<file path="src/include/crs_pkg.sv">
// shared constants, types and sequence decoding of the cpu register set
`default_nettype none
package crs_pkg;
    // stack window: low bits variable, upper bits forced from the reset value
    localparam int CRS_SP_LOW_W = 6;
    localparam logic [15:0] CRS_SP_RESET = 16'h00ff;
    // condition flags: bits 7:5 always read one, unknown flags reset to zero
    localparam logic [7:0] CRS_CC_RESET = 8'he8;
    localparam logic [7:0] CRS_CC_FIXED = 8'he0;
    localparam int CRS_CC_H = 4;
    localparam int CRS_CC_I = 3;
    localparam int CRS_CC_N = 2;
    localparam int CRS_CC_Z = 1;
    localparam int CRS_CC_C = 0;
    // stack bytes used by each kind of sequence
    localparam logic [2:0] CRS_INT_BYTES = 3'h5;
    localparam logic [2:0] CRS_CALL_BYTES = 3'h2;
    localparam logic [2:0] CRS_ONE_BYTE = 3'h1;
    // reset values of the plain data registers
    localparam logic [7:0] CRS_DATA_RESET = 8'h00;
    localparam logic [15:0] CRS_IP_RESET = 16'h0000;

    typedef enum logic [1:0] {
        ST_IDLE = 2'b00,
        ST_PUSH = 2'b01,
        ST_POP = 2'b10
    } crs_state_e;

    typedef enum logic [2:0] {
        SEQ_INT = 3'b000,
        SEQ_CALL = 3'b001,
        SEQ_PUSH1 = 3'b010,
        SEQ_INTERRUPT_RETURN_OP = 3'b011,
        SEQ_RET = 3'b100,
        SEQ_POP1 = 3'b101
    } crs_seq_e;

    typedef enum logic [2:0] {
        SRC_ACC = 3'b000,
        SRC_X = 3'b001,
        SRC_Y = 3'b010,
        SRC_CC = 3'b011,
        SRC_PCL = 3'b100,
        SRC_PCH = 3'b101
    } crs_src_e;

    // alu outcome and which flags it is allowed to touch
    typedef struct packed {
        logic [7:0] res;
        logic carry;
        logic half;
        logic upd_h;
        logic upd_n;
        logic upd_z;
        logic upd_c;
    } crs_alu_s;

    // single-cycle flag instructions from the decoder
    typedef struct packed {
        logic set_carry_op;
        logic clear_carry_op;
        logic mask_op;
        logic unmask_op;
    } crs_ops_s;

    // stack memory port
    typedef struct packed {
        logic [15:0] addr;
        logic [7:0] wdata;
        logic we;
        logic re;
    } crs_stk_s;

    // number of stack bytes moved by a sequence
    function automatic logic [2:0] crs_seq_len(input crs_seq_e k);
        case (k)
            SEQ_INT, SEQ_INTERRUPT_RETURN_OP: crs_seq_len = CRS_INT_BYTES;
            SEQ_CALL, SEQ_RET: crs_seq_len = CRS_CALL_BYTES;
            default: crs_seq_len = CRS_ONE_BYTE;
        endcase
    endfunction

    // register moved at a given step; pops run in reverse push order
    function automatic crs_src_e crs_seq_item(input crs_seq_e k,
            input logic [2:0] s, input crs_src_e one);
        case (k)
            SEQ_INT: begin
                case (s)
                    3'h0: crs_seq_item = SRC_PCL;
                    3'h1: crs_seq_item = SRC_PCH;
                    3'h2: crs_seq_item = SRC_X;
                    3'h3: crs_seq_item = SRC_ACC;
                    default: crs_seq_item = SRC_CC;
                endcase
            end
            SEQ_INTERRUPT_RETURN_OP: begin
                case (s)
                    3'h0: crs_seq_item = SRC_CC;
                    3'h1: crs_seq_item = SRC_ACC;
                    3'h2: crs_seq_item = SRC_X;
                    3'h3: crs_seq_item = SRC_PCH;
                    default: crs_seq_item = SRC_PCL;
                endcase
            end
            SEQ_CALL: crs_seq_item = (s == 3'h0) ? SRC_PCL : SRC_PCH;
            SEQ_RET: crs_seq_item = (s == 3'h0) ? SRC_PCH : SRC_PCL;
            default: crs_seq_item = one;
        endcase
    endfunction
endpackage
`default_nettype wire

</file>
<file path="src/rtl/crs_cpu_regs.sv">
// programmer-visible cpu registers with context stacking sequencer
`timescale 1ns/100ps
`default_nettype none
// Notes on behaviour
// (RULE1) 8-bit accumulator for alu data
// (RULE2) two 8-bit index registers
// (RULE3) second index never stacked on interrupts
// (RULE4) 16-bit instruction pointer of two bytes
// (RULE5) flags reset to 111x1xxx
// (RULE6) flags pushed and popped explicitly
// (RULE7) half carry from add and adc
// (RULE8) mask set on entry or instruction
// (RULE9) masked requests latched until unmasked
// (RULE10) interrupt return clears the mask
// (RULE11) unmasking in a routine serves pending requests
// (RULE12) negative flag copies result bit 7
// (RULE13) zero flag marks zero result
// (RULE14) carry from arithmetic, instructions, shifts
// (RULE15) pointer post-decrements on push, pre-increments on pop
// (RULE16) 64-byte stack, reset to 00ffh
// (RULE17) pointer wraps silently both ways
// (RULE18) pointer low byte loadable directly
// (RULE19) interrupt pushes low pointer byte first
// (RULE20) call uses two bytes, interrupt five
// (RULE21) entry stacks pointer, x, a, flags
// (RULE22) pointer held within 00c0h to 00ffh
module crs_cpu_regs (
    input wire logic I_CLK,
    input wire logic I_SYS_RST,
    input wire logic [7:0] I_DATA,
    input wire logic I_ACC_WE,
    input wire logic I_X_WE,
    input wire logic I_Y_WE,
    input wire logic I_SP_WE,
    input wire logic I_SP_REINIT,
    input wire logic I_IP_WE,
    input wire logic I_IP_INC,
    input wire logic [15:0] I_IP_D,
    input wire logic I_ALU_EN,
    input wire crs_pkg::crs_alu_s I_ALU,
    input wire crs_pkg::crs_ops_s I_OPS,
    input wire logic I_SEQ_GO,
    input wire crs_pkg::crs_seq_e I_SEQ_KIND,
    input wire crs_pkg::crs_src_e I_PP_SEL,
    input wire logic I_TRAP,
    input wire logic I_IRQ,
    input wire logic [7:0] I_STK_RDATA,
    output logic [7:0] O_ACC,
    output logic [7:0] O_IDX_X,
    output logic [7:0] O_IDX_Y,
    output logic [15:0] O_IP,
    output logic [7:0] O_CC,
    output logic [15:0] O_SP,
    output crs_pkg::crs_stk_s O_STK,
    output logic O_BUSY,
    output logic O_IRQ_READY
);
    import crs_pkg::*;

    // architectural registers
    logic [7:0] acc_reg;
    logic [7:0] acc_next;
    logic [7:0] x_reg;
    logic [7:0] x_next;
    logic [7:0] y_reg;
    logic [7:0] y_next;
    logic [15:0] ip_reg;
    logic [15:0] ip_next;

    // sequencer state
    crs_state_e state_reg;
    crs_state_e state_next;
    crs_seq_e kind_reg;
    crs_src_e one_reg;
    logic [2:0] step_reg;
    logic [2:0] step_next;
    logic [2:0] len_reg;
    logic [15:0] target_reg;
    logic cap_valid_reg;
    logic cap_valid_next;
    crs_src_e cap_src_reg;
    logic pend_reg;
    logic pend_next;
    logic irq_ready_reg;
    logic busy_reg;
    crs_stk_s stk_reg;
    crs_stk_s stk_next;

    // values from the submodules and the byte to be pushed
    logic [7:0] cc_val;
    logic [15:0] sp_val;
    logic [15:0] sp_up;
    logic [7:0] push_val;

    // idle decode and start conditions
    wire logic idle = (state_reg == ST_IDLE) & ~cap_valid_reg;
    wire logic start = idle & I_SEQ_GO;
    wire logic start_int = start & (I_SEQ_KIND == SEQ_INT);
    wire logic start_pop = (I_SEQ_KIND == SEQ_INTERRUPT_RETURN_OP) |
        (I_SEQ_KIND == SEQ_RET) | (I_SEQ_KIND == SEQ_POP1);
    wire logic last_step = (step_reg == len_reg - 3'h1);
    wire logic in_push = (state_reg == ST_PUSH);
    wire logic in_pop = (state_reg == ST_POP);
    wire crs_src_e cur_src = crs_seq_item(kind_reg, step_reg, one_reg);
    wire logic seq_jump = in_push & last_step &
        ((kind_reg == SEQ_INT) | (kind_reg == SEQ_CALL));

    // capture decode: popped byte lands one cycle after its read
    wire logic cap_acc = cap_valid_reg & (cap_src_reg == SRC_ACC);
    wire logic cap_x = cap_valid_reg & (cap_src_reg == SRC_X);
    wire logic cap_y = cap_valid_reg & (cap_src_reg == SRC_Y);
    wire logic cap_cc = cap_valid_reg & (cap_src_reg == SRC_CC);
    wire logic cap_pcl = cap_valid_reg & (cap_src_reg == SRC_PCL);
    wire logic cap_pch = cap_valid_reg & (cap_src_reg == SRC_PCH);
    wire logic cap_interrupt_return_op = cap_cc & (kind_reg == SEQ_INTERRUPT_RETURN_OP);

    // condition flag register; alu and instruction updates only between sequences
    crs_flags u_flags (
        .i_clk(I_CLK),
        .i_rst(I_SYS_RST),
        .i_alu(I_ALU),
        .i_alu_en(I_ALU_EN & idle),
        .i_ops(idle ? I_OPS : '0),
        .i_entry(start_int),
        .i_load(cap_cc),
        .i_load_interrupt_return_op(cap_interrupt_return_op),
        .i_load_data(I_STK_RDATA),
        .o_cc(cc_val)
    );

    // stack pointer: decrement after each push, increment before each pop
    crs_sp #(
        .STACK_BITS(CRS_SP_LOW_W)
    ) u_sp (
        .i_clk(I_CLK),
        .i_rst(I_SYS_RST),
        .i_dec(in_push), // see RULE15
        .i_inc(in_pop), // see RULE15
        .i_reinit(idle & I_SP_REINIT), // see RULE16
        .i_load(idle & I_SP_WE & ~I_SP_REINIT), // see RULE18
        .i_load_data(I_DATA),
        .o_sp(sp_val),
        .o_sp_up(sp_up)
    );

    // byte to be pushed in the current step
    always_comb begin
        case (cur_src)
            SRC_ACC: push_val = acc_reg;
            SRC_X: push_val = x_reg;
            SRC_Y: push_val = y_reg; // explicit push only, see RULE3
            SRC_CC: push_val = cc_val; // see RULE6
            SRC_PCL: push_val = ip_reg[7:0];
            default: push_val = ip_reg[15:8];
        endcase
    end

    // sequencer next state and stack port
    always_comb begin
        state_next = state_reg;
        step_next = step_reg;
        cap_valid_next = 1'b0;
        stk_next = '0;
        stk_next.addr = stk_reg.addr;
        case (state_reg)
            ST_IDLE: begin
                if (start) begin
                    state_next = start_pop ? ST_POP : ST_PUSH;
                    step_next = 3'h0;
                end
            end
            ST_PUSH: begin
                // write at the free location, pointer then moves down
                stk_next.addr = sp_val; // see RULE19
                stk_next.wdata = push_val;
                stk_next.we = 1'b1;
                step_next = step_reg + 3'h1;
                if (last_step) begin
                    state_next = ST_IDLE; // see RULE20
                end
            end
            ST_POP: begin
                // pointer moves up first, then the byte is read there
                stk_next.addr = sp_up;
                stk_next.re = 1'b1;
                cap_valid_next = 1'b1;
                step_next = step_reg + 3'h1;
                if (last_step) begin
                    state_next = ST_IDLE;
                end
            end
            default: begin
                state_next = ST_IDLE;
            end
        endcase
    end

    // data register next values: popped bytes beat direct writes
    assign acc_next = cap_acc ? I_STK_RDATA :
        (idle & I_ACC_WE) ? I_DATA : acc_reg; // see RULE1
    assign x_next = cap_x ? I_STK_RDATA :
        (idle & I_X_WE) ? I_DATA : x_reg; // see RULE2
    assign y_next = cap_y ? I_STK_RDATA :
        (idle & I_Y_WE) ? I_DATA : y_reg; // see RULE2

    // instruction pointer: restore, vector or call target, write, step
    assign ip_next = cap_pch ? {I_STK_RDATA, ip_reg[7:0]} :
        cap_pcl ? {ip_reg[15:8], I_STK_RDATA} :
        seq_jump ? target_reg :
        (idle & I_IP_WE) ? I_IP_D :
        (idle & I_IP_INC) ? ip_reg + 16'h0001 : ip_reg; // see RULE4

    // pending request: a new request wins over the clear on entry
    assign pend_next = I_IRQ |
        (pend_reg & ~(start_int & ~I_TRAP)); // see RULE9

    // data registers
    always_ff @(posedge I_CLK) begin
        if (I_SYS_RST) begin
            acc_reg <= CRS_DATA_RESET;
            x_reg <= CRS_DATA_RESET;
            y_reg <= CRS_DATA_RESET;
            ip_reg <= CRS_IP_RESET;
        end else begin
            acc_reg <= acc_next;
            x_reg <= x_next;
            y_reg <= y_next;
            ip_reg <= ip_next;
        end
    end

    // sequencer registers and start snapshot
    always_ff @(posedge I_CLK) begin
        if (I_SYS_RST) begin
            state_reg <= ST_IDLE;
            kind_reg <= SEQ_PUSH1;
            one_reg <= SRC_ACC;
            step_reg <= 3'h0;
            len_reg <= CRS_ONE_BYTE;
            target_reg <= CRS_IP_RESET;
            cap_valid_reg <= 1'b0;
            cap_src_reg <= SRC_ACC;
            stk_reg <= '0;
        end else begin
            state_reg <= state_next;
            step_reg <= step_next;
            cap_valid_reg <= cap_valid_next;
            cap_src_reg <= cur_src;
            stk_reg <= stk_next;
            if (start) begin
                kind_reg <= I_SEQ_KIND;
                one_reg <= I_PP_SEL;
                len_reg <= crs_seq_len(I_SEQ_KIND); // see RULE20
                target_reg <= I_IP_D; // see RULE21
            end
        end
    end

    // pending latch and status outputs
    always_ff @(posedge I_CLK) begin
        if (I_SYS_RST) begin
            pend_reg <= 1'b0;
            irq_ready_reg <= 1'b0;
            busy_reg <= 1'b0;
        end else begin
            pend_reg <= pend_next;
            // served when unmasked and the sequencer is idle with no go, whatever routine is running
            irq_ready_reg <= pend_reg & ~cc_val[CRS_CC_I] & idle &
                ~I_SEQ_GO; // see RULE11
            busy_reg <= (state_next != ST_IDLE) | cap_valid_next;
        end
    end

    assign O_ACC = acc_reg;
    assign O_IDX_X = x_reg;
    assign O_IDX_Y = y_reg;
    assign O_IP = ip_reg;
    assign O_CC = cc_val;
    assign O_SP = sp_val;
    assign O_STK = stk_reg;
    assign O_BUSY = busy_reg;
    assign O_IRQ_READY = irq_ready_reg;
endmodule
`default_nettype wire

</file>
<file path="src/rtl/crs_flags.sv">
// condition flag register with alu, instruction and restore updates
`timescale 1ns/100ps
`default_nettype none
module crs_flags (
    input wire logic i_clk,
    input wire logic i_rst,
    input wire crs_pkg::crs_alu_s i_alu,
    input wire logic i_alu_en,
    input wire crs_pkg::crs_ops_s i_ops,
    input wire logic i_entry,
    input wire logic i_load,
    input wire logic i_load_interrupt_return_op,
    input wire logic [7:0] i_load_data,
    output logic [7:0] o_cc
);
    import crs_pkg::*;

    logic [7:0] cc_reg;
    logic [7:0] cc_next;
    logic [7:0] cc_upd;
    logic [7:0] cc_ld;

    // per-flag next values from the alu and flag instructions
    wire logic upd_h = i_alu_en & i_alu.upd_h;
    wire logic upd_n = i_alu_en & i_alu.upd_n;
    wire logic upd_z = i_alu_en & i_alu.upd_z;
    wire logic upd_c = i_alu_en & i_alu.upd_c;
    wire logic h_next = upd_h ? i_alu.half : cc_reg[CRS_CC_H]; // see RULE7
    wire logic n_next = upd_n ? i_alu.res[7] : cc_reg[CRS_CC_N]; // see RULE12
    wire logic z_next = upd_z ? (i_alu.res == 8'h00) : cc_reg[CRS_CC_Z]; // see RULE13
    // set-carry beats clear-carry, both beat the alu
    wire logic c_next = i_ops.set_carry_op ? 1'b1 :
        i_ops.clear_carry_op ? 1'b0 :
        upd_c ? i_alu.carry : cc_reg[CRS_CC_C]; // see RULE14
    // mask on entry or instruction wins over unmask
    wire logic i_next = (i_entry | i_ops.mask_op) ? 1'b1 :
        i_ops.unmask_op ? 1'b0 : cc_reg[CRS_CC_I]; // see RULE8

    // assemble the updated and the restored byte
    always_comb begin
        cc_upd = CRS_CC_FIXED;
        cc_upd[CRS_CC_H] = h_next;
        cc_upd[CRS_CC_I] = i_next;
        cc_upd[CRS_CC_N] = n_next;
        cc_upd[CRS_CC_Z] = z_next;
        cc_upd[CRS_CC_C] = c_next;
        cc_ld = i_load_data | CRS_CC_FIXED; // see RULE6
        if (i_load_interrupt_return_op) begin
            cc_ld[CRS_CC_I] = 1'b0; // see RULE10
        end
        cc_next = i_load ? cc_ld : cc_upd;
    end

    // flag storage
    always_ff @(posedge i_clk) begin
        if (i_rst) begin
            cc_reg <= CRS_CC_RESET; // see RULE5
        end else begin
            cc_reg <= cc_next;
        end
    end

    assign o_cc = cc_reg;
endmodule
`default_nettype wire

</file>
<file path="src/rtl/crs_sp.sv">
// stack pointer confined to a wrapping window below the reset value
`timescale 1ns/100ps
`default_nettype none
module crs_sp #(
    parameter int STACK_BITS = crs_pkg::CRS_SP_LOW_W
) (
    input wire logic i_clk,
    input wire logic i_rst,
    input wire logic i_dec,
    input wire logic i_inc,
    input wire logic i_reinit,
    input wire logic i_load,
    input wire logic [7:0] i_load_data,
    output logic [15:0] o_sp,
    output logic [15:0] o_sp_up
);
    import crs_pkg::*;

    if (STACK_BITS < 1 || STACK_BITS > 8) begin : g_bad_width
        $error("crs_sp: STACK_BITS must lie in 1..8");
    end

    localparam logic [STACK_BITS-1:0] LOW_RESET =
        CRS_SP_RESET[STACK_BITS-1:0];

    logic [STACK_BITS-1:0] low_reg;
    logic [STACK_BITS-1:0] low_next;

    // only the low bits move; wrap is the natural modulo of their width
    wire logic [STACK_BITS-1:0] low_up = low_reg + STACK_BITS'(1); // see RULE17
    wire logic [STACK_BITS-1:0] low_dn = low_reg - STACK_BITS'(1); // see RULE17
    assign low_next = i_reinit ? LOW_RESET :
        i_load ? i_load_data[STACK_BITS-1:0] : // see RULE18
        i_dec ? low_dn : i_inc ? low_up : low_reg; // see RULE15

    // pointer storage
    always_ff @(posedge i_clk) begin
        if (i_rst) begin
            low_reg <= LOW_RESET; // see RULE16
        end else begin
            low_reg <= low_next;
        end
    end

    // upper bits forced to the window base
    assign o_sp = {CRS_SP_RESET[15:STACK_BITS], low_reg}; // see RULE22
    assign o_sp_up = {CRS_SP_RESET[15:STACK_BITS], low_up};
endmodule
`default_nettype wire
</file>
<file path="config.mk">
export PLATFORM = sky130hd
export DESIGN_NAME = crs_cpu_regs
export DESIGN_NICKNAME = d
export VERILOG_FILES = /design/src/include/crs_pkg.sv /design/src/rtl/crs_cpu_regs.sv /design/src/rtl/crs_flags.sv /design/src/rtl/crs_sp.sv
export SDC_FILE = /design/constraint.sdc
export NUM_CORES = 1
export LEC_CHECK = 0
export BUFFER_PORTS_ARGS = -buffer_cell sky130_fd_sc_hd__buf_2
export CELL_PAD_IN_SITES_DETAIL_PLACEMENT = 0
export CELL_PAD_IN_SITES_GLOBAL_PLACEMENT = 1
export CORE_ASPECT_RATIO = 1.5
export CORE_MARGIN = 2
export CORE_UTILIZATION = 34
export DETAILED_ROUTE_END_ITERATION = 6
export GPL_ROUTABILITY_DRIVEN = 0
export PLACE_DENSITY = 0.86
export SLEW_MARGIN = 20
export SYNTH_ARGS = -nofsm -noshare
export SYNTH_HDL_FRONTEND = slang
export SYNTH_SLANG_ARGS = --single-unit
export TNS_END_PERCENT = 5
</file>
<file path="constraint.sdc">
create_clock -name I_CLK -period 2.4 [get_ports I_CLK]
set_clock_uncertainty 0.05 [all_clocks]
set_input_delay 0.72 -clock I_CLK [delete_from_list [all_inputs] [get_ports I_CLK]]
set_output_delay 0.72 -clock I_CLK [all_outputs]
set_load 0.02 [all_outputs]
</file>
==> metrics.md <==
| Metric | Value |
|---|---|
| Critical Path Fanout Max | 4 |
| Detailed-placement wirelength estimate | 14850 microns |
| Die outline area | roughly 18000 sq um |
| Number of warnings issued by yosys | 0 |
| Final Hold Slack | 0.4084 ns |
| Die outline width | 110.9 microns |
| Vias post-DR | 5937 |
| Post-Place Cells | between 1000 and 1500 |
| Number of placed I/O pins | between 150 and 200 |
| Syn Inst Count | 741 |
| Final number of hold-violating endpoints | 0 |
| Min-delay worst type | register to register |
| Time the worst path needs with I/O delays and setup | about 2.4 ns |
| Cell leakage power | roughly 3.1 nW |
| Die Ht | 164.4 microns |
| RSZ-0062 raised after global routing | yes |
| Top cells by instance count after synthesis | nand2_1 (106), dfxtp_1 (104), nor2_1 (90) |
| Worst-path cell chain | ha_4, ha_4, or4_4, a32oi_4, buf_6, nand2_2, mux2_4, nor2_4, o221a_2 |
| Hold buffers post-CTS | 0 |
| Slew of the pin with the lowest slew margin | 0.7238 ns |
| Via density per instance | 5.373 |
| Overflow left after global routing | 0 |
| Most frequent cell on the critical path | ha_4 |
| Sum of negative setup slack | -0.03815 ns |
| Most area-consuming cells after synthesis | dfxtp_1 (36%), a21oi_1 (6.9%), nand2_1 (6.8%) |
| Crit path required time | 2.65 ns |
| Detailed-route DRC error count | 0 |
| Pin count of the biggest net entering global routing | 39 |
| Run status | finished, violations left |
| Filler cell count | 1704 |
| CP Capture Type | register |
| Max FFs per register | 17 |
| Post-synth ARST share | 0 |
| Initial detailed-routing violation count | 447 |
| Buffers added on ports | 139 |
| Maximum resistive drop on vdd | 0.0003444 V |
| Number of buffers on the longest clock path | 2 |
| Achievable clock frequency | 410.1 MHz |
| Part of the Yosys area used for sequential elements | 0.3569 |
| Design Power | 5.354 mW |
| Final nets | 972 |
| Count of cell types in the netlist | 64 |
| Overall global routing resource usage | 0.2137 |
| Type of element launching the critical path | register |
| Total length of routed wires | 19830 microns |
| Global-route wire length before repair | 30800 microns |
| Rows | 58 |
| Antenna-violating nets left | 0 |
| Share of the cycle needed by the critical path after routing | 1.016 |
| Area growth syn-to-layout | 25.35% |
| Floorplan core area | 16760 sq um |
| Starting density of the core | 0.3480 |
| Number of antenna violations at the first check in global routing | 0 |
| Most used standard cell by instance count after synthesis | nand2_1 |
| Number of enable-type register cells in the synthesized netlist | 0 |
| First-pass detailed-route iteration total | 6 |
| Flops & latches, synth | 104 |
| Violations in the final reports | setup timing |
| Util after Layout | 0.4362 |
| Later-pin clock latency in the skew report | 0.35 ns |
| Power density over cell area | 732.3 nW/um^2 |
| Number of buffers added by the clock tree synthesis step | 9 |
| Slowest cell on crit path | or4_4 |
| Critical path class | register to register |
| H-tree depth | 3 |
| Biggest area consumer among synthesized cells | dfxtp_1 |
| Reg clk slew, reported paths | about 0.07 ns |
| Cell area after synthesis | ~5800 sq um |
| Cell at the root of the clock tree | clkbuf_16 |
| Fraction of synthesized cell area taken by the top area cell type | 0.3569 |
| # diodes | 0 |
| Max Slew Vio Count | 0 |
| DR WL/cell | 17.94 microns |
| Non-Filler Instances | 1105 |
| Final count of negative-setup-slack endpoints | 1 |
| Mean post-synth cell area | 7.872 sq um |
| Arrival time of data at the critical path endpoint | 2.68 ns |
| Synth Flop Type | dfxtp_1 |
| Crit path setup slack, layout | -0.03815 ns |
| Share of final-layout standard cells stronger than drive strength 1 | 0.2771 |
| Peak per-stage delay on the critical path | 0.52 ns |
| Number of max-capacitance violations reported | 0 |
| TritonCTS clock tree | done |
| Total clock sinks | 104 |
| Max-Slew Margin vs Limit | 0.5157 |
| Via count of the first global-routing pass | about 5600 |
path summary, 6_finish.rpt:
path                                                 start                          to  slack [ns]  cells after the start
worst min register to register  target_reg[4]$_SDFFE_PP0P_  target_reg[4]$_SDFFE_PP0P_        0.41                      2
worst max-delay path              step_reg[0]$_SDFFE_PP0P_         O_STK[9]$_SDFF_PP0_       -0.04                      9
worst max register to register    step_reg[0]$_SDFFE_PP0P_         O_STK[9]$_SDFF_PP0_       -0.04                      9
worst min-delay path            target_reg[4]$_SDFFE_PP0P_  target_reg[4]$_SDFFE_PP0P_        0.41                      2
stage by stage:
stage          area, sq um  worst slack, ns
4_1_cts               7178         -0.07510
2_1_floorplan         5904          0.01761
3_3_place_gp          6845        -0.004403
5_1_grt               7312         -0.08312
3_5_place_dp          6845         -0.09379
6_report              7312         -0.03815
layer usage:
| metal | share of wire | wire length (microns) | global-route usage |
|---|---|---|---|
| met1 | 0.40 | 7943 | 0.2570 |
| met2 | 0.49 | 9716 | 0.3675 |
| met3 | 0.079 | 1562 | 0.04587 |
| met4 | 0.030 | 602 | 0.09602 |
| met5 | 0 | 0 | 0 |
cell type report:
class	instances	area (sq um)	area share
well taps	210	262.8	0.03593
repair buffers	188	1105	0.1511
clock buffers	11	252.7	0.03457
flip-flops and latches	104	2090	0.2858
clock inverters	5	55.05	0.007529
inverters	21	78.83	0.01078
multi-input cells	566	3468	0.4743
layout by cell type (no fill, tap or decap), types with 4 or more instances in the layout:
| cell type | Yosys | final |
|---|---|---|
| o221a_2 | 5 | 5 |
| o21bai_1 | 4 | 4 |
| o31ai_1 | 4 | 4 |
| o21ai_0 | 17 | 16 |
| mux2i_1 | 24 | 24 |
| clkbuf_16 | 0 | 9 |
| a222oi_1 | 5 | 5 |
| nand4_1 | 6 | 6 |
| nor2_1 | 90 | 89 |
| xor2_1 | 11 | 11 |
| buf_4 | 23 | 45 |
| and2_1 | 6 | 6 |
| a22oi_1 | 20 | 20 |
| o22ai_1 | 4 | 4 |
| ha_1 | 13 | 8 |
| nor4_1 | 4 | 4 |
| nor2b_1 | 7 | 7 |
| dfxtp_1 | 104 | 100 |
| nand2b_1 | 7 | 7 |
| o211ai_1 | 9 | 9 |
| a211oi_1 | 26 | 24 |
| buf_2 | 6 | 139 |
| nand2_1 | 106 | 104 |
| a21oi_1 | 80 | 80 |
| a311oi_1 | 4 | 4 |
| inv_1 | 21 | 19 |
| conb_1 | 2 | 21 |
| xnor2_1 | 19 | 19 |
| nor3_1 | 14 | 14 |
| nand3_1 | 13 | 11 |
critical path, delay by kind of cell, from the launching register on:
family,cells,cell delay (ns)
fa+ha+maj,2,0.32
flops,1,0.37
buf+inv,1,0.16
mux,1,0.29
compound gates,2,0.53
simple gates,3,0.67
report_power, final:
group          switching (mW)  leakage, nW  internal, mW  total, mW
Combinational            1.04         2.13         0.692       1.74
Sequential              0.177        0.855          1.90       2.08
Clock                   0.677        0.148         0.863       1.54
Total                    1.90         3.13          3.46       5.35
cells by family (layout without fill, tap and decap cells):
family | Yosys count | after routing | share of synthesized area
flip-flops | 104 | 104 | 0.3569
buffers and inverters | 91 | 225 | 0.08130
other | 2 | 21 | 0.001287
multiplexers | 27 | 27 | 0.04698
adder cells (fa/ha/maj) | 13 | 13 | 0.02789
AO/OA/AOI/OAI | 203 | 204 | 0.2347
AND/OR/NAND/NOR | 270 | 270 | 0.2031
XOR/XNOR | 31 | 31 | 0.04783
repair_timing:
action                     CTS  global route
cloned                       0             1
setup endpoints to repair   10            22
buffers inserted             0             2
pin swaps                    0            10
gates resized for setup      5            30
Power figures use the tool's default switching activity.
